[src/verilog/ced_defs.svh]
// Offsets, field positions, reset values and timing counts of the demo controller
`ifndef CED_DEFS_SVH
`define CED_DEFS_SVH

// Clock and visible rates
`define CED_CLK_HZ            12000000
`define CED_STEP_MS           250
`define CED_STEP_CYCLES       (`CED_CLK_HZ / 1000 * `CED_STEP_MS)
`define CED_DEBOUNCE_MS       10
`define CED_DEBOUNCE_CYCLES   (`CED_CLK_HZ / 1000 * `CED_DEBOUNCE_MS)
`define CED_RECONFIG_REQUEST_OUT_NS          1000
`define CED_RECONFIG_REQUEST_OUT_CYCLES      ((`CED_CLK_HZ / 1000 * `CED_RECONFIG_REQUEST_OUT_NS + 999999) / 1000000)

// Register byte offsets
`define CED_OFS_CTRL          8'h00
`define CED_OFS_STATUS        8'h04
`define CED_OFS_MASK          8'h08
`define CED_OFS_STATE         8'h0C

// Control register fields and reset value
`define CED_CTRL_AUTO_BIT     0
`define CED_CTRL_START_BIT    1
`define CED_CTRL_RESET        1'b1

// Status and mask fields
`define CED_EV_ERROR_BIT      0
`define CED_EV_DONE_BIT       1
`define CED_EV_RECONFIG_REQUEST_OUT_BIT      2
`define CED_EV_W              3

// Switch patterns
`define CED_EN_PATTERN        3'h6
`define CED_FORCE_PATTERN     4'hD

// Bus responses and reset values
`define CED_RESP_OKAY         2'h0
`define CED_RESP_SLVERR       2'h2
`define CED_LEDS_RESET        6'h01

`endif

[src/verilog/ced_pkg.sv]
// Types shared by the demo controller files
package ced_pkg;

	// Control lines toward the on-chip configuration error detector
	typedef struct packed {
		logic enable;
		logic start;
		logic force_error;
	} ced_det_ctrl_t;

	// Detection sequence
	typedef enum logic [0:0] {
		DS_IDLE,
		DS_RUN
	} ced_det_state_t;

	// Reconfiguration request sequence
	typedef enum logic [1:0] {
		RC_IDLE,
		RC_DRIVE,
		RC_HOLD
	} ced_rc_state_t;

endpackage : ced_pkg

[src/verilog/ced_controller.sv]
// Configuration error demo controller: switches, detector control, LEDs, reconfig request
//
// Our own choices: the AXI4-Lite interface to the registers and the placing of the registers.
`timescale 1ns/10ps
`include "ced_defs.svh"

module ced_controller #(
	parameter int unsigned STEP_CYCLES     = `CED_STEP_CYCLES,
	parameter int unsigned DEBOUNCE_CYCLES = `CED_DEBOUNCE_CYCLES
) (
	input  wire logic                  aclk,
	input  wire logic                  aresetn,
	input  wire logic [3:0]            mode_switch_bits,
	input  wire logic                  detect_start_button_n,
	input  wire logic                  force_error_button_n,
	input  wire logic                  det_error,
	input  wire logic                  det_done,
	output ced_pkg::ced_det_ctrl_t     det_ctrl,
	output logic                       reconfig_request_out,
	output logic                       reconfig_request_oe_n,
	output logic [5:0]                 activity_leds,
	output logic                       error_indicator_led,
	output logic                       enable_indicator_led,
	output logic                       irq,
	input  wire logic [7:0]            s_axi_awaddr,
	input  wire logic                  s_axi_awvalid,
	output logic                       s_axi_awready,
	input  wire logic [31:0]           s_axi_wdata,
	input  wire logic [3:0]            s_axi_wstrb,
	input  wire logic                  s_axi_wvalid,
	output logic                       s_axi_wready,
	output logic [1:0]                 s_axi_bresp,
	output logic                       s_axi_bvalid,
	input  wire logic                  s_axi_bready,
	input  wire logic [7:0]            s_axi_araddr,
	input  wire logic                  s_axi_arvalid,
	output logic                       s_axi_arready,
	output logic [31:0]                s_axi_rdata,
	output logic [1:0]                 s_axi_rresp,
	output logic                       s_axi_rvalid,
	input  wire logic                  s_axi_rready
);
	localparam int unsigned SW = $clog2(STEP_CYCLES + 1);
	localparam logic [SW-1:0] STEP_LAST = SW'(STEP_CYCLES - 1);
	localparam int unsigned RECONFIG_REQUEST_OUT_N = (`CED_RECONFIG_REQUEST_OUT_CYCLES < 1) ? 1 : `CED_RECONFIG_REQUEST_OUT_CYCLES;
	localparam logic [7:0] RECONFIG_REQUEST_OUT_LAST = 8'(RECONFIG_REQUEST_OUT_N - 1);

	logic [3:0]                 mode_s1_reg;
	logic [3:0]                 mode_s2_reg;
	logic                       err_s1_reg;
	logic                       err_s2_reg;
	logic                       done_s1_reg;
	logic                       done_s2_reg;
	logic [1:0]                 btn_held;
	logic [1:0]                 btn_press;
	logic                       start_held;
	logic                       start_press;
	logic                       force_press;
	logic                       en_reg;
	logic                       start_reg;
	logic                       force_reg;
	logic                       err_led_reg;
	logic                       blink_reg;
	logic [5:0]                 leds_reg;
	logic [SW-1:0]              step_cnt_reg;
	logic                       tick;
	ced_pkg::ced_det_state_t    ds_reg;
	ced_pkg::ced_rc_state_t     rc_reg;
	logic [7:0]                 rc_cnt_reg;
	logic                       sw_start_pulse;
	logic                       start_req;
	logic                       err_rise;
	logic [`CED_EV_W-1:0]       ev_set;
	logic [`CED_EV_W-1:0]       status_reg;
	logic [`CED_EV_W-1:0]       mask_reg;
	logic                       auto_reg;
	logic                       aw_hold_reg;
	logic                       w_hold_reg;
	logic [7:0]                 awaddr_reg;
	logic [31:0]                wdata_reg;
	logic [3:0]                 wstrb_reg;
	logic                       bvalid_reg;
	logic [1:0]                 bresp_reg;
	logic                       rvalid_reg;
	logic [1:0]                 rresp_reg;
	logic [31:0]                rdata_reg;
	logic                       wr_fire;
	logic                       wr_lane0;

	// Switch and detector inputs come from outside the clock domain
	always_ff @(posedge aclk or negedge aresetn) begin
		if (!aresetn) begin
			mode_s1_reg <= 4'h0;
			mode_s2_reg <= 4'h0;
			err_s1_reg  <= 1'b0;
			err_s2_reg  <= 1'b0;
			done_s1_reg <= 1'b0;
			done_s2_reg <= 1'b0;
		end else begin
			mode_s1_reg <= mode_switch_bits;
			mode_s2_reg <= mode_s1_reg;
			err_s1_reg  <= det_error;
			err_s2_reg  <= err_s1_reg;
			done_s1_reg <= det_done;
			done_s2_reg <= done_s1_reg;
		end
	end

	// Buttons: bit 0 start, bit 1 force
	ced_debounce #(
		.N           (2),
		.HOLD_CYCLES (DEBOUNCE_CYCLES)
	) u_buttons (
		.aclk    (aclk),
		.aresetn (aresetn),
		.raw_n   ({force_error_button_n, detect_start_button_n}),
		.held    (btn_held),
		.press   (btn_press)
	);

	assign start_held  = btn_held[0];
	assign start_press = btn_press[0];
	assign force_press = btn_press[1];
	assign start_req   = start_press | sw_start_pulse;
	assign err_rise    = err_s2_reg & !err_led_reg & !start_held & !start_press;

	// Detector enable follows the switch pattern; force only with full pattern
	always_ff @(posedge aclk or negedge aresetn) begin
		if (!aresetn) begin
			en_reg    <= 1'b0;
			force_reg <= 1'b0;
		end else begin
			en_reg    <= (mode_s2_reg[3:1] == `CED_EN_PATTERN);
			force_reg <= force_press && (mode_s2_reg == `CED_FORCE_PATTERN);
		end
	end

	// One start strobe per request; a second request during a running cycle is dropped
	always_ff @(posedge aclk or negedge aresetn) begin
		if (!aresetn) begin
			ds_reg    <= ced_pkg::DS_IDLE;
			start_reg <= 1'b0;
		end else begin
			start_reg <= 1'b0;
			case (ds_reg)
				ced_pkg::DS_IDLE: begin
					if (start_req && en_reg) begin
						start_reg <= 1'b1;
						ds_reg    <= ced_pkg::DS_RUN;
					end
				end
				ced_pkg::DS_RUN: begin
					if (done_s2_reg || !en_reg) begin
						ds_reg <= ced_pkg::DS_IDLE;
					end
				end
				default: begin
					ds_reg <= ced_pkg::DS_IDLE;
				end
			endcase
		end
	end

	assign det_ctrl.enable      = en_reg;
	assign det_ctrl.start       = start_reg;
	assign det_ctrl.force_error = force_reg;

	// Error LED: a start press clears it and masks the detector while held
	always_ff @(posedge aclk or negedge aresetn) begin
		if (!aresetn) begin
			err_led_reg <= 1'b0;
		end else if (start_press || start_held) begin
			err_led_reg <= 1'b0;
		end else if (err_s2_reg) begin
			err_led_reg <= 1'b1;
		end
	end

	// Reconfig pulse is finite so the shared pin and its manual button stay usable
	always_ff @(posedge aclk or negedge aresetn) begin
		if (!aresetn) begin
			rc_reg     <= ced_pkg::RC_IDLE;
			rc_cnt_reg <= 8'h00;
		end else begin
			case (rc_reg)
				ced_pkg::RC_IDLE: begin
					if (err_rise && auto_reg) begin
						rc_reg     <= ced_pkg::RC_DRIVE;
						rc_cnt_reg <= 8'h00;
					end
				end
				ced_pkg::RC_DRIVE: begin
					if (rc_cnt_reg == RECONFIG_REQUEST_OUT_LAST) begin
						rc_reg <= ced_pkg::RC_HOLD;
					end else begin
						rc_cnt_reg <= rc_cnt_reg + 8'h01;
					end
				end
				ced_pkg::RC_HOLD: begin
					// One request per error indication
					if (!err_led_reg) begin
						rc_reg <= ced_pkg::RC_IDLE;
					end
				end
				default: begin
					rc_reg <= ced_pkg::RC_IDLE;
				end
			endcase
		end
	end

	// Pin is released except while requesting; the jumper decides if it reaches the device
	assign reconfig_request_out  = 1'b0;
	assign reconfig_request_oe_n = (rc_reg != ced_pkg::RC_DRIVE);

	// Divider for the visible rate
	always_ff @(posedge aclk or negedge aresetn) begin
		if (!aresetn) begin
			step_cnt_reg <= '0;
		end else if (step_cnt_reg == STEP_LAST) begin
			step_cnt_reg <= '0;
		end else begin
			step_cnt_reg <= step_cnt_reg + 1'b1;
		end
	end

	assign tick = (step_cnt_reg == STEP_LAST);

	// Rotation and blink share the tick
	always_ff @(posedge aclk or negedge aresetn) begin
		if (!aresetn) begin
			leds_reg  <= `CED_LEDS_RESET;
			blink_reg <= 1'b0;
		end else begin
			if (tick) begin
				leds_reg <= {leds_reg[4:0], leds_reg[5]};
			end
			if (!en_reg) begin
				blink_reg <= 1'b0;
			end else if (tick) begin
				blink_reg <= !blink_reg;
			end
		end
	end

	assign activity_leds        = leds_reg;
	assign error_indicator_led  = err_led_reg;
	assign enable_indicator_led = blink_reg;

	// Sticky events
	assign ev_set[`CED_EV_ERROR_BIT] = err_rise;
	assign ev_set[`CED_EV_DONE_BIT]  = (ds_reg == ced_pkg::DS_RUN) && done_s2_reg;
	assign ev_set[`CED_EV_RECONFIG_REQUEST_OUT_BIT] = (rc_reg == ced_pkg::RC_IDLE) && err_rise && auto_reg;

	// Write side: address and data may arrive in either order
	assign s_axi_awready = !aw_hold_reg && !bvalid_reg;
	assign s_axi_wready  = !w_hold_reg && !bvalid_reg;
	assign wr_fire       = aw_hold_reg && w_hold_reg && !bvalid_reg;
	assign wr_lane0      = wr_fire && wstrb_reg[0];

	always_ff @(posedge aclk or negedge aresetn) begin
		if (!aresetn) begin
			aw_hold_reg <= 1'b0;
			w_hold_reg  <= 1'b0;
			awaddr_reg  <= 8'h00;
			wdata_reg   <= 32'h0000_0000;
			wstrb_reg   <= 4'h0;
			bvalid_reg  <= 1'b0;
			bresp_reg   <= `CED_RESP_OKAY;
		end else begin
			if (s_axi_awvalid && s_axi_awready) begin
				aw_hold_reg <= 1'b1;
				awaddr_reg  <= s_axi_awaddr;
			end
			if (s_axi_wvalid && s_axi_wready) begin
				w_hold_reg <= 1'b1;
				wdata_reg  <= s_axi_wdata;
				wstrb_reg  <= s_axi_wstrb;
			end
			if (wr_fire) begin
				aw_hold_reg <= 1'b0;
				w_hold_reg  <= 1'b0;
				bvalid_reg  <= 1'b1;
				case (awaddr_reg)
					`CED_OFS_CTRL, `CED_OFS_STATUS, `CED_OFS_MASK, `CED_OFS_STATE: begin
						bresp_reg <= `CED_RESP_OKAY;
					end
					default: begin
						bresp_reg <= `CED_RESP_SLVERR;
					end
				endcase
			end else if (bvalid_reg && s_axi_bready) begin
				bvalid_reg <= 1'b0;
			end
		end
	end

	assign s_axi_bvalid = bvalid_reg;
	assign s_axi_bresp  = bresp_reg;

	// Control bits; the start bit is a self-clearing strobe
	always_ff @(posedge aclk or negedge aresetn) begin
		if (!aresetn) begin
			auto_reg       <= `CED_CTRL_RESET;
			sw_start_pulse <= 1'b0;
			mask_reg       <= '0;
		end else begin
			sw_start_pulse <= 1'b0;
			if (wr_lane0 && awaddr_reg == `CED_OFS_CTRL) begin
				auto_reg       <= wdata_reg[`CED_CTRL_AUTO_BIT];
				sw_start_pulse <= wdata_reg[`CED_CTRL_START_BIT];
			end
			if (wr_lane0 && awaddr_reg == `CED_OFS_MASK) begin
				mask_reg <= wdata_reg[`CED_EV_W-1:0];
			end
		end
	end

	// Write one clears; a new event in the same cycle wins
	always_ff @(posedge aclk or negedge aresetn) begin
		if (!aresetn) begin
			status_reg <= '0;
		end else if (wr_lane0 && awaddr_reg == `CED_OFS_STATUS) begin
			status_reg <= (status_reg & ~wdata_reg[`CED_EV_W-1:0]) | ev_set;
		end else begin
			status_reg <= status_reg | ev_set;
		end
	end

	assign irq = |(status_reg & mask_reg);

	// Read side: one outstanding read, answered the cycle after address
	assign s_axi_arready = !rvalid_reg;

	always_ff @(posedge aclk or negedge aresetn) begin
		if (!aresetn) begin
			rvalid_reg <= 1'b0;
			rresp_reg  <= `CED_RESP_OKAY;
			rdata_reg  <= 32'h0000_0000;
		end else if (s_axi_arvalid && s_axi_arready) begin
			rvalid_reg <= 1'b1;
			rresp_reg  <= `CED_RESP_OKAY;
			case (s_axi_araddr)
				`CED_OFS_CTRL:   rdata_reg <= {31'h0000_0000, auto_reg};
				`CED_OFS_STATUS: rdata_reg <= {29'h0000_0000, status_reg};
				`CED_OFS_MASK:   rdata_reg <= {29'h0000_0000, mask_reg};
				`CED_OFS_STATE: begin
					rdata_reg <= {16'h0000, mode_s2_reg, 1'b0, rc_reg, ds_reg,
						blink_reg, err_led_reg, leds_reg};
				end
				default: begin
					rdata_reg <= 32'h0000_0000;
					rresp_reg <= `CED_RESP_SLVERR;
				end
			endcase
		end else if (rvalid_reg && s_axi_rready) begin
			rvalid_reg <= 1'b0;
		end
	end

	assign s_axi_rvalid = rvalid_reg;
	assign s_axi_rresp  = rresp_reg;
	assign s_axi_rdata  = rdata_reg;
endmodule : ced_controller

[src/verilog/ced_debounce.sv]
// Button synchroniser, debouncer and press-edge detector
`timescale 1ns/10ps
`include "ced_defs.svh"

module ced_debounce #(
	parameter int unsigned N           = 2,
	parameter int unsigned HOLD_CYCLES = `CED_DEBOUNCE_CYCLES
) (
	input  wire logic         aclk,
	input  wire logic         aresetn,
	input  wire logic [N-1:0] raw_n,
	output logic      [N-1:0] held,
	output logic      [N-1:0] press
);
	localparam int unsigned CW = $clog2(HOLD_CYCLES + 1);
	localparam logic [CW-1:0] LAST = CW'(HOLD_CYCLES - 1);

	genvar i;
	generate
		for (i = 0; i < N; i++) begin : g_btn
			logic          sync1_reg;
			logic          sync2_reg;
			logic [CW-1:0] cnt_reg;
			logic          held_reg;
			logic          press_reg;

			// Two flops before anything looks at the pin
			always_ff @(posedge aclk or negedge aresetn) begin
				if (!aresetn) begin
					sync1_reg <= 1'b1;
					sync2_reg <= 1'b1;
				end else begin
					sync1_reg <= raw_n[i];
					sync2_reg <= sync1_reg;
				end
			end

			// Level must stay changed for the full hold time; bounce restarts it
			always_ff @(posedge aclk or negedge aresetn) begin
				if (!aresetn) begin
					cnt_reg   <= '0;
					held_reg  <= 1'b0;
					press_reg <= 1'b0;
				end else begin
					press_reg <= 1'b0;
					if (!sync2_reg != held_reg) begin
						if (cnt_reg == LAST) begin
							cnt_reg   <= '0;
							held_reg  <= !sync2_reg;
							press_reg <= !sync2_reg;
						end else begin
							cnt_reg <= cnt_reg + 1'b1;
						end
					end else begin
						cnt_reg <= '0;
					end
				end
			end

			assign held[i]  = held_reg;
			assign press[i] = press_reg;

		end
	endgenerate
endmodule : ced_debounce

[config.mk]
export PLATFORM = sky130hd
export DESIGN_NAME = ced_controller
export DESIGN_NICKNAME = d
export VERILOG_FILES = /design/src/verilog/ced_pkg.sv /design/src/verilog/ced_controller.sv /design/src/verilog/ced_debounce.sv
export VERILOG_INCLUDE_DIRS = /design/src /design/src/verilog
export SDC_FILE = /design/constraint.sdc
export NUM_CORES = 1
export LEC_CHECK = 0
export BUFFER_PORTS_ARGS = -buffer_cell sky130_fd_sc_hd__buf_2
export CAP_MARGIN = 20
export CORE_MARGIN = 2
export CORE_UTILIZATION = 30
export DETAILED_ROUTE_END_ITERATION = 8
export GPL_ROUTABILITY_DRIVEN = 0
export SLEW_MARGIN = 5
export SYNTH_ARGS = -nofsm -noshare
export SYNTH_HDL_FRONTEND = slang
export SYNTH_SLANG_ARGS = --single-unit
[constraint.sdc]
create_clock -name aclk -period 2.4 [get_ports aclk]
set_clock_uncertainty 0.1 [all_clocks]
set_input_delay 0 -clock aclk [delete_from_list [all_inputs] [get_ports aclk]]
set_output_delay 0 -clock aclk [all_outputs]
set_load 0.005 [all_outputs]
==> flow_metrics.tcl, run 1 <==
set metrics [dict create \
    p_leak_uw 0.00342 \
    design_area_mm2 0.00775 \
    cp_slowest_cell "dlygate4sd3_1" \
    initial_core_util_pct 30.5 \
    avgRoutedWirePerCell_um 13.9 \
    clk_pin_slew_ns 0.06 \
    grt_antenna_before_repair 0 \
    ant_nets 0 \
    clock_path_buffers 2 \
    fmax_mhz 453 \
    fin_tns_setup_ns 0 \
    placed_area_mm2 0.00674 \
    final_hold_viol_count 0 \
    setup_ws_ns 0.191 \
    place_ws_ns 0.381 \
    synthToLayoutAreaGrowth_pct 25.8 \
    final_util_pct 38.4 \
    crit_path_end_kind "flip-flop" \
    htree_levels 4 \
    synth_flop_cell "dfrtp_1" \
    reg2reg_from "s_axi_bvalid$_DFFE_PN0P_" \
    drt_drc_violations_left 0 \
    avgSynthCellArea_um2 11.2 \
    path_buf_inv 2 \
    critical_path_depth 6 \
    dp_hpwl_um 8920 \
    ir_worst_vdd_mv 0.386 \
    cts_resized 0 \
    clockRootBuffer "clkbuf_16" \
    drv_slew 0 \
    final_common_cell "dfrtp_1" \
    synth-edff-count 0 \
    dr.pass1.iters 6 \
    crit_chain "nor2_1 -> and2_1 -> nand2_1 -> dlygate4sd3_1 -> o21ai_0 -> dlygate4sd3_1" \
    status "finished clean" \
    path_delay_family "buffers and inverters" \
    diodes 0 \
    cts.sinks 139 \
    ys_async_sr_fraction_pct 100 \
    grt_pass1_wl_um 22100 \
    max_slew.worst_pin.slew_ns 0.667 \
    yosysSeqAreaShare_pct 56.6 \
    r2r_setup_slack_ns 0.19 \
    io_buffers 69 \
    synth_cell_types 60 \
    track_usage_pct 12.9 \
    final_cell_mix "133 x dfrtp_1, 73 x nor2_1, 68 x buf_2, 40 x dlygate4sd3_1, 35 x xnor2_1" \
    postCtsSetupBuffers 0 \
    setup.worst_path.start_class "flip-flop" \
    period_needed_ns 2.21 \
    cts_buffers 17 \
    fin_nets 740 \
    clk_latency_ns 0.42 \
    r2r-end "wdata_reg[1]$_DFFE_PN0P_" \
    critPathKind "reg2reg" \
    ios 122 \
    maxCapViolCount 0 \
    grt_max_degree 65 \
    cpPeakStageDelay_ns 0.57 \
    pwr_density_cell_mw_per_mm2 748 \
    die_h_um 147 \
    drive_gt1_share_pct 21.8 \
    hold_class "in2async" \
    die_area_mm2 0.0217 \
    ys_ff_latch 139 \
    die_w_um 147 \
    period_share_pct 92.1 \
    largest_register_ffs 34 \
    final-setup-viol-count 0 \
    total_power_uw 5800 \
    grt_pass1_vias 4377 \
    critPathMaxFanout 5 \
    vias_per_cell 4.59 \
    vias 4369 \
    rsz0062_at_grt "no" \
    rows 52 \
    worstPathArrival_ns 2.46 \
    core_area_mm2 0.0202 \
    drtIter0Drc 227 \
    synthCells 550 \
    tritoncts "yes" \
    path_common_cell "dlygate4sd3_1" \
    yosysWarnings 0 \
    slew_headroom_pct 55.4 \
    netlist_area_mm2 0.00616 \
    finalWirelength_um 13200 \
    rr_worst_depth 6 \
    crit_required_ns 2.65 \
    globalRouteOverflowTotal 0 \
]
==> layout make-up <==
cell class	instances	area [um^2]
fillers	1988	12400
clock inverters	12	139
repair buffers	115	822
inverters	14	52.6
well taps	270	338
clock buffers	20	447
flip-flops and latches	139	3490
multi-input cells	382	2460
==> worst max path at each step <==
stage | startpoint | endpoint | slack, ns
after detailed placement | u_buttons.g_btn[0].cnt_reg[0]$_DFF_PN0_ | u_buttons.g_btn[0].cnt_reg[6]$_DFF_PN0_ | 0.38
after global placement | step_cnt_reg[0]$_DFF_PN0_ | activity_leds[3]$_DFFE_PN0N_ | 0.42
final | s_axi_bvalid$_DFFE_PN0P_ | wdata_reg[1]$_DFFE_PN0P_ | 0.19
after CTS | s_axi_bvalid$_DFFE_PN0P_ | wdata_reg[1]$_DFFE_PN0P_ | 0.20
after global routing | s_axi_bvalid$_DFFE_PN0P_ | wdata_reg[1]$_DFFE_PN0P_ | 0.05
after floorplan | u_buttons.g_btn[0].cnt_reg[0]$_DFF_PN0_ | u_buttons.g_btn[0].cnt_reg[1]$_DFF_PN0_ | 0.64
==> power breakdown <==
group / switching, uW / internal [uW] / leakage, uW / total [uW]
clock: 1020 / 1570 / 0.000279 / 2590
combinational: 255 / 290 / 0.00133 / 545
sequential: 134 / 2530 / 0.00181 / 2660
==> cells by family after synthesis <==
kind of cell,after synthesis,synth area share (%)
compound gates,51,5.75
simple gates,228,20.0
buf+inv,48,4.55
mux,27,4.86
flops,139,56.6
xor+xnor,52,7.40
other cells,1,0.0609
fa+ha+maj,4,0.813
==> per-stage QoR <==
step | hold slack (ns) | std cells
final | 0.0314 | 952
after global routing | 0.0197 | 952
after CTS | 0.0230 | 952
after detailed placement | -0.155 | 879
after global placement | -0.162 | 879
after floorplan | -0.396 | 569
==> worst register-to-register path: cells and delay by family, from the launching register on <==
kind	cells	cell delay [ns]
compound gates	1	0.07
buf+inv	2	1.12
flops	1	0.41
simple gates	3	0.44
==> per-layer routing <==
layer	wire length, um	part of all wire [%]	GRT usage, %
met5	0	0	0
met4	167	1.3	4.71
met3	403	3.1	3.42
met2	6350	48	20.5
met1	6280	48	17.0
==> Yosys cell counts, types with 2 or more instances <==
cell        n  area share (%)
nand4_2     2            0.41
nand4_1    19             1.9
nor2b_1     3            0.30
clkbuf_1    5            0.30
buf_4      23             2.8
and3_1     10             1.0
dfrtp_1   133              54
nor2_1     73             4.4
xnor2_1    35             5.0
or3_1       2            0.20
a31oi_1     2            0.20
mux2i_1     4            0.65
buf_2       4            0.33
a22o_1     12             1.7
nand3b_1    3            0.37
nor3_1     17             1.4
a22oi_1     3            0.37
nor3b_1     2            0.24
and2_1      5            0.51
nand3_1    32             2.6
and3b_1     2            0.28
or2_2       2            0.20
nor4_1     13             1.3
mux2_2     23             4.2
nand2_1    24             1.5
o21a_1      2            0.24
nor4bb_1    3            0.49
xor2_1     17             2.4
a21oi_1     6            0.49
inv_1      14            0.85
and4bb_2    2            0.41
and4_1      2            0.28
o21ai_0    16             1.3
ha_1        4            0.81
dfstp_2     6             2.6
==> timing repair <==
action | in CTS | in global routing
hold endpoints to repair | 164 | 0
endpoints found under the setup margin | 0 | 0
hold buffers | 41 | 0
(Power assumes the default switching activity.)
==> run 2: changes to the inputs <==
CORE_UTILIZATION = 25   (was 30)
==> run 2 against run 1 <==
Power increased by 1.6%. Routed wire length fell by 0.35%. Final area grew 0.89%. Largest power group is now clock. Non-clock buffer count is 1 lower. Hold slack worse by 0.041 ns. The flow now finishes with violations (hold timing).
==> flow_metrics.tcl, run 2 (synthesized netlist as in run 1, its figures left out) <==
set metrics [dict create \
    period_share_pct 97.1 \
    cpPeakStageDelay_ns 0.59 \
    final_cell_mix "133 x dfrtp_1, 73 x nor2_1, 68 x buf_2, 39 x dlygate4sd3_1, 35 x xnor2_1" \
    rows 57 \
    critPathKind "reg2reg" \
    grt_pass1_vias 4387 \
    critPathMaxFanout 4 \
    rsz0062_at_grt "no" \
    grt_max_degree 61 \
    diodes 0 \
    period_needed_ns 2.33 \
    cts_buffers 17 \
    p_leak_uw 0.00343 \
    max_slew.worst_pin.slew_ns 0.654 \
    fin_hold_ws_ns -0.00932 \
    vias 4347 \
    fin_nets 739 \
    maxCapViolCount 0 \
    drt_drc_violations_left 0 \
    finalWirelength_um 13200 \
    track_usage_pct 10.8 \
    violations "hold timing" \
    crit_chain "mux2i_1 -> nor4_1 -> dlygate4sd3_1 -> a21oi_1 -> dlygate4sd3_1 -> o21ai_1" \
    crit_path_end_kind "flip-flop" \
    final_hold_viol_count 8 \
    grt_pass1_wl_um 22300 \
    grt_antenna_before_repair 0 \
    path_common_cell "dlygate4sd3_1" \
    initial_core_util_pct 25.4 \
    path_delay_family "buffers and inverters" \
    clockRootBuffer "clkbuf_16" \
    fmax_mhz 429 \
    hold_class "in2async" \
    clk_latency_ns 0.41 \
    vias_per_cell 4.33 \
    synthToLayoutAreaGrowth_pct 26.9 \
    avgRoutedWirePerCell_um 13.1 \
    final-setup-viol-count 0 \
    drv_slew 0 \
    ir_worst_vdd_mv 0.500 \
    die_h_um 161 \
    core_area_mm2 0.0242 \
    drive_gt1_share_pct 22.2 \
    tritoncts "yes" \
    ios 122 \
    worstPathArrival_ns 2.57 \
    globalRouteOverflowTotal 0 \
    clock_path_buffers 2 \
    htree_levels 4 \
    pwr_density_cell_mw_per_mm2 753 \
    total_power_uw 5890 \
    crit_required_ns 2.63 \
    cp_slowest_cell "dlygate4sd3_1" \
    slew_headroom_pct 56.3 \
    path_buf_inv 2 \
    fin_tns_setup_ns 0 \
    die_w_um 161 \
    ant_nets 0 \
    postCtsSetupBuffers 0 \
    status "complete, but fails checks" \
    io_buffers 69 \
    cts.sinks 139 \
    setup.worst_path.start_class "flip-flop" \
    drtIter0Drc 293 \
    final_common_cell "dfrtp_1" \
    dr.pass1.iters 4 \
    fillCellCount 2467 \
    dp_hpwl_um 9300 \
    die_area_mm2 0.0259 \
    clk_pin_slew_ns 0.06 \
    largest_register_ffs 34 \
]
[run 2: final cells by class]
type	count	area, um^2	area share [%]
multi-input cells	382	2460	31.5
clock inverters	14	170	2.18
repair buffers	114	800	10.2
flip-flops and latches	139	3490	44.6
clock buffers	18	439	5.62
inverters	14	52.6	0.672
well taps	324	405	5.19
[run 2: path summary, 6_finish.rpt]
check                                         start                          to  slack (ns)  depth (start not counted)
max                            auto_reg$_DFFE_PN1P_  s_axi_rdata[0]$_DFFE_PN0P_        0.07                          6
min                                         aresetn   step_cnt_reg[6]$_DFF_PN0_      -0.009                          2
max reg2reg                    auto_reg$_DFFE_PN1P_  s_axi_rdata[0]$_DFFE_PN0P_        0.07                          6
min reg2reg                mode_s1_reg[2]$_DFF_PN0_    mode_s2_reg[2]$_DFF_PN0_        0.25                          0
max in group asynchronous                   aresetn        auto_reg$_DFFE_PN1P_        1.38                          3
min in group aclk                   s_axi_araddr[3]  s_axi_rdata[2]$_DFFE_PN0P_        0.04                          4
[run 2: metal layers]
| layer | track usage [%] | part of all wire, % |
|---|---|---|
| met4 | 4.10 | 1.9 |
| met3 | 2.71 | 3.3 |
| met2 | 17.1 | 47 |
| met5 | 0 | 0 |
| met1 | 14.4 | 48 |
[run 2: what timing repair did]
item                       in CTS  in global routing
setup endpoints to repair       0                  1
hold endpoints to repair      163                  0
hold buffers                   39                  0
gates resized for setup         0                  1
[run 2: where the power goes]
part           internal (uW)  switching, uW  leakage, uW
clock network           1660           1030     0.000289
logic                    286            253      0.00133
registers               2530            133      0.00181
total                   4470           1410      0.00343
[run 2: metrics by stage]
| step | util [%] | hold WS (ns) | cells | worst slack [ns] | cell area [um^2] |
|---|---|---|---|---|---|
| floorplan | - | -0.396 | 569 | 0.643 | 6230 |
| global placement | 28.1 | -0.124 | 934 | 0.424 | 6820 |
| detailed placement | 28.1 | -0.122 | 934 | 0.411 | 6820 |
| CTS | 32.2 | 0.00244 | 1005 | 0.112 | 7820 |
| global route | 32.2 | 0.0189 | 1005 | 0.00837 | 7820 |
| finish | 32.2 | -0.00932 | 1005 | 0.0691 | 7820 |
==> run 3: changes to the inputs <==
REMOVE_ABC_BUFFERS = 1   (was not set)
==> run 3 against run 2 <==
The run now ends clean. Highest routed layer unchanged. Sequential power hardly changed. Hold slack better by 0.052 ns. Combinational power about the same. Sequential cell count stayed put. Maximum frequency increased by 4.3%. Cell count decreased by 0.50%.
==> flow_metrics.tcl, run 3 (synthesized netlist as in run 1, its figures left out) <==
set metrics [dict create \
    dp_hpwl_um 8510 \
    clock_path_buffers 2 \
    avgRoutedWirePerCell_um 12.7 \
    critical_path_depth 6 \
    clk_latency_ns 0.42 \
    path_common_cell "dlygate4sd3_1" \
    power_frac_seq_pct 45.4 \
    worstPathArrival_ns 2.49 \
    slew_headroom_pct 51.2 \
    combPwrFrac_pct 9.2 \
    dr.pass1.iters 5 \
    fmax_mhz 448 \
    critPathMaxFanout 5 \
    rr_worst_depth 6 \
    grt_antenna_before_repair 0 \
    final_hold_viol_count 0 \
    path_delay_family "buffers and inverters" \
    io_buffers 69 \
    drive_gt1_share_pct 22.2 \
    clockRootBuffer "clkbuf_16" \
    initial_core_util_pct 25.4 \
    setup.worst_path.start_class "flip-flop" \
    cp_slowest_cell "dlygate4sd3_1" \
    track_usage_pct 10.4 \
    finalWirelength_um 12700 \
    crit_chain "nor2_1 -> and2_1 -> nand2_1 -> dlygate4sd3_1 -> o21ai_0 -> dlygate4sd3_1" \
    final_common_cell "dfrtp_1" \
    diodes 0 \
    core_area_mm2 0.0242 \
    tritoncts "yes" \
    drt_drc_violations_left 0 \
    die_w_um 161 \
    rows 57 \
    final-setup-viol-count 0 \
    drv_slew 0 \
    total_power_uw 5860 \
    cts_buffers 17 \
    period_share_pct 93.1 \
    grt_max_degree 75 \
    grt_pass1_vias 4291 \
    vias 4343 \
    swShare_pct 23.3 \
    ir_worst_vdd_mv 0.440 \
    largest_register_ffs 34 \
    postCtsSetupBuffers 0 \
    pwr_density_cell_mw_per_mm2 753 \
    final_cell_mix "133 x dfrtp_1, 73 x nor2_1, 68 x buf_2, 35 x xnor2_1, 35 x dlygate4sd3_1" \
    cts.sinks 139 \
    htree_levels 4 \
    maxCapViolCount 0 \
    fin_tns_setup_ns 0 \
    ios 122 \
    period_needed_ns 2.23 \
    ant_nets 0 \
    vias_per_cell 4.34 \
    die_h_um 161 \
    critPathKind "reg2reg" \
    path_buf_inv 2 \
    fin_nets 734 \
    netSwitchingPower_uw 1370 \
    hold_depth 4 \
    globalRouteOverflowTotal 0 \
    cpPeakStageDelay_ns 0.57 \
    crit_path_end_kind "flip-flop" \
    drtIter0Drc 243 \
    power.share.clock_pct 45.4 \
    die_area_mm2 0.0259 \
    rsz0062_at_grt "no" \
    status "finished clean" \
    p_leak_uw 0.00341 \
    p_int_uw 4490 \
    clk_pin_slew_ns 0.06 \
    crit_required_ns 2.65 \
    grt_pass1_wl_um 21600 \
    synthToLayoutAreaGrowth_pct 26.4 \
    max_slew.worst_pin.slew_ns 0.730 \
    hold_class "in2reg" \
]
## run 3: cell types whose count changed in the layout (fill, tap and decap cells not counted), moves of 2 or more
cell | previous run | this run
buf_4 | 5 | 3
inv_6 | 2 | 0
dlygate4sd3_1 | 39 | 35
clkinv_2 | 3 | 5
## run 3: what timing repair did
action,in CTS,in global routing
resized for setup,0,1
endpoints found under the setup margin,0,1
hold endpoints to repair,101,0
hold buffers,36,0
## run 3: final cells by class
cell class | count | area (um^2)
Multi-Input combinational cell | 382 | 2470
Sequential cell | 139 | 3490
Fill cell | 2486 | 16500
Clock inverter | 12 | 146
Tap cell | 324 | 405
Inverter | 14 | 52.6
Timing Repair Buffer | 109 | 764
Clock buffer | 20 | 457
## run 3: stage by stage
stage	std cells	utilization, %	setup slack, ns	hold WS, ns	cell area (um^2)
after floorplan	535	-	0.557	-0.396	6000
after global placement	933	28.1	0.456	-0.0184	6820
after detailed placement	933	28.1	0.423	-0.0182	6820
after CTS	1001	32.1	0.121	0.00659	7780
after global routing	1000	32.1	0.0617	0.0810	7780
final	1000	32.1	0.166	0.0425	7780
## run 3: path summary, 6_finish.rpt
path                                                from  slack [ns]                                       end
worst min register to register  mode_s1_reg[3]$_DFF_PN0_        0.25                  mode_s2_reg[3]$_DFF_PN0_
min in group asynchronous                        aresetn        0.08  u_buttons.g_btn[0].cnt_reg[13]$_DFF_PN0_
worst min-delay path                     s_axi_araddr[3]        0.04                s_axi_rdata[2]$_DFFE_PN0P_
worst max-delay path            s_axi_bvalid$_DFFE_PN0P_        0.17                  wdata_reg[1]$_DFFE_PN0P_
worst max register to register  s_axi_bvalid$_DFFE_PN0P_        0.17                  wdata_reg[1]$_DFFE_PN0P_
max in group asynchronous                        aresetn        1.42              activity_leds[0]$_DFFE_PN1N_
## run 3: layer usage
metal  track usage [%]  wire, um
met1              13.6      6090
met2              16.4      5980
met3              2.94       460
met4              4.18       165
met5                 0         0
## run 3: worst reg2reg max path: stages (launching register included)
cell	delay [ns]
dfrtp_1	0.42
nor2_1	0.12
and2_1	0.26
nand2_1	0.07
dlygate4sd3_1	0.55
o21ai_0	0.08
dlygate4sd3_1	0.57
## run 3: power groups by stage
stage          clock [uW]  sequential, uW  combinational, uW
2_1_floorplan           0            2660                299
6_report             2660            2660                541
5_1_grt              2830            2690                608
3_5_place_dp            0            2700                483
3_3_place_gp            0            2690                475
4_1_cts              2720            2660                547
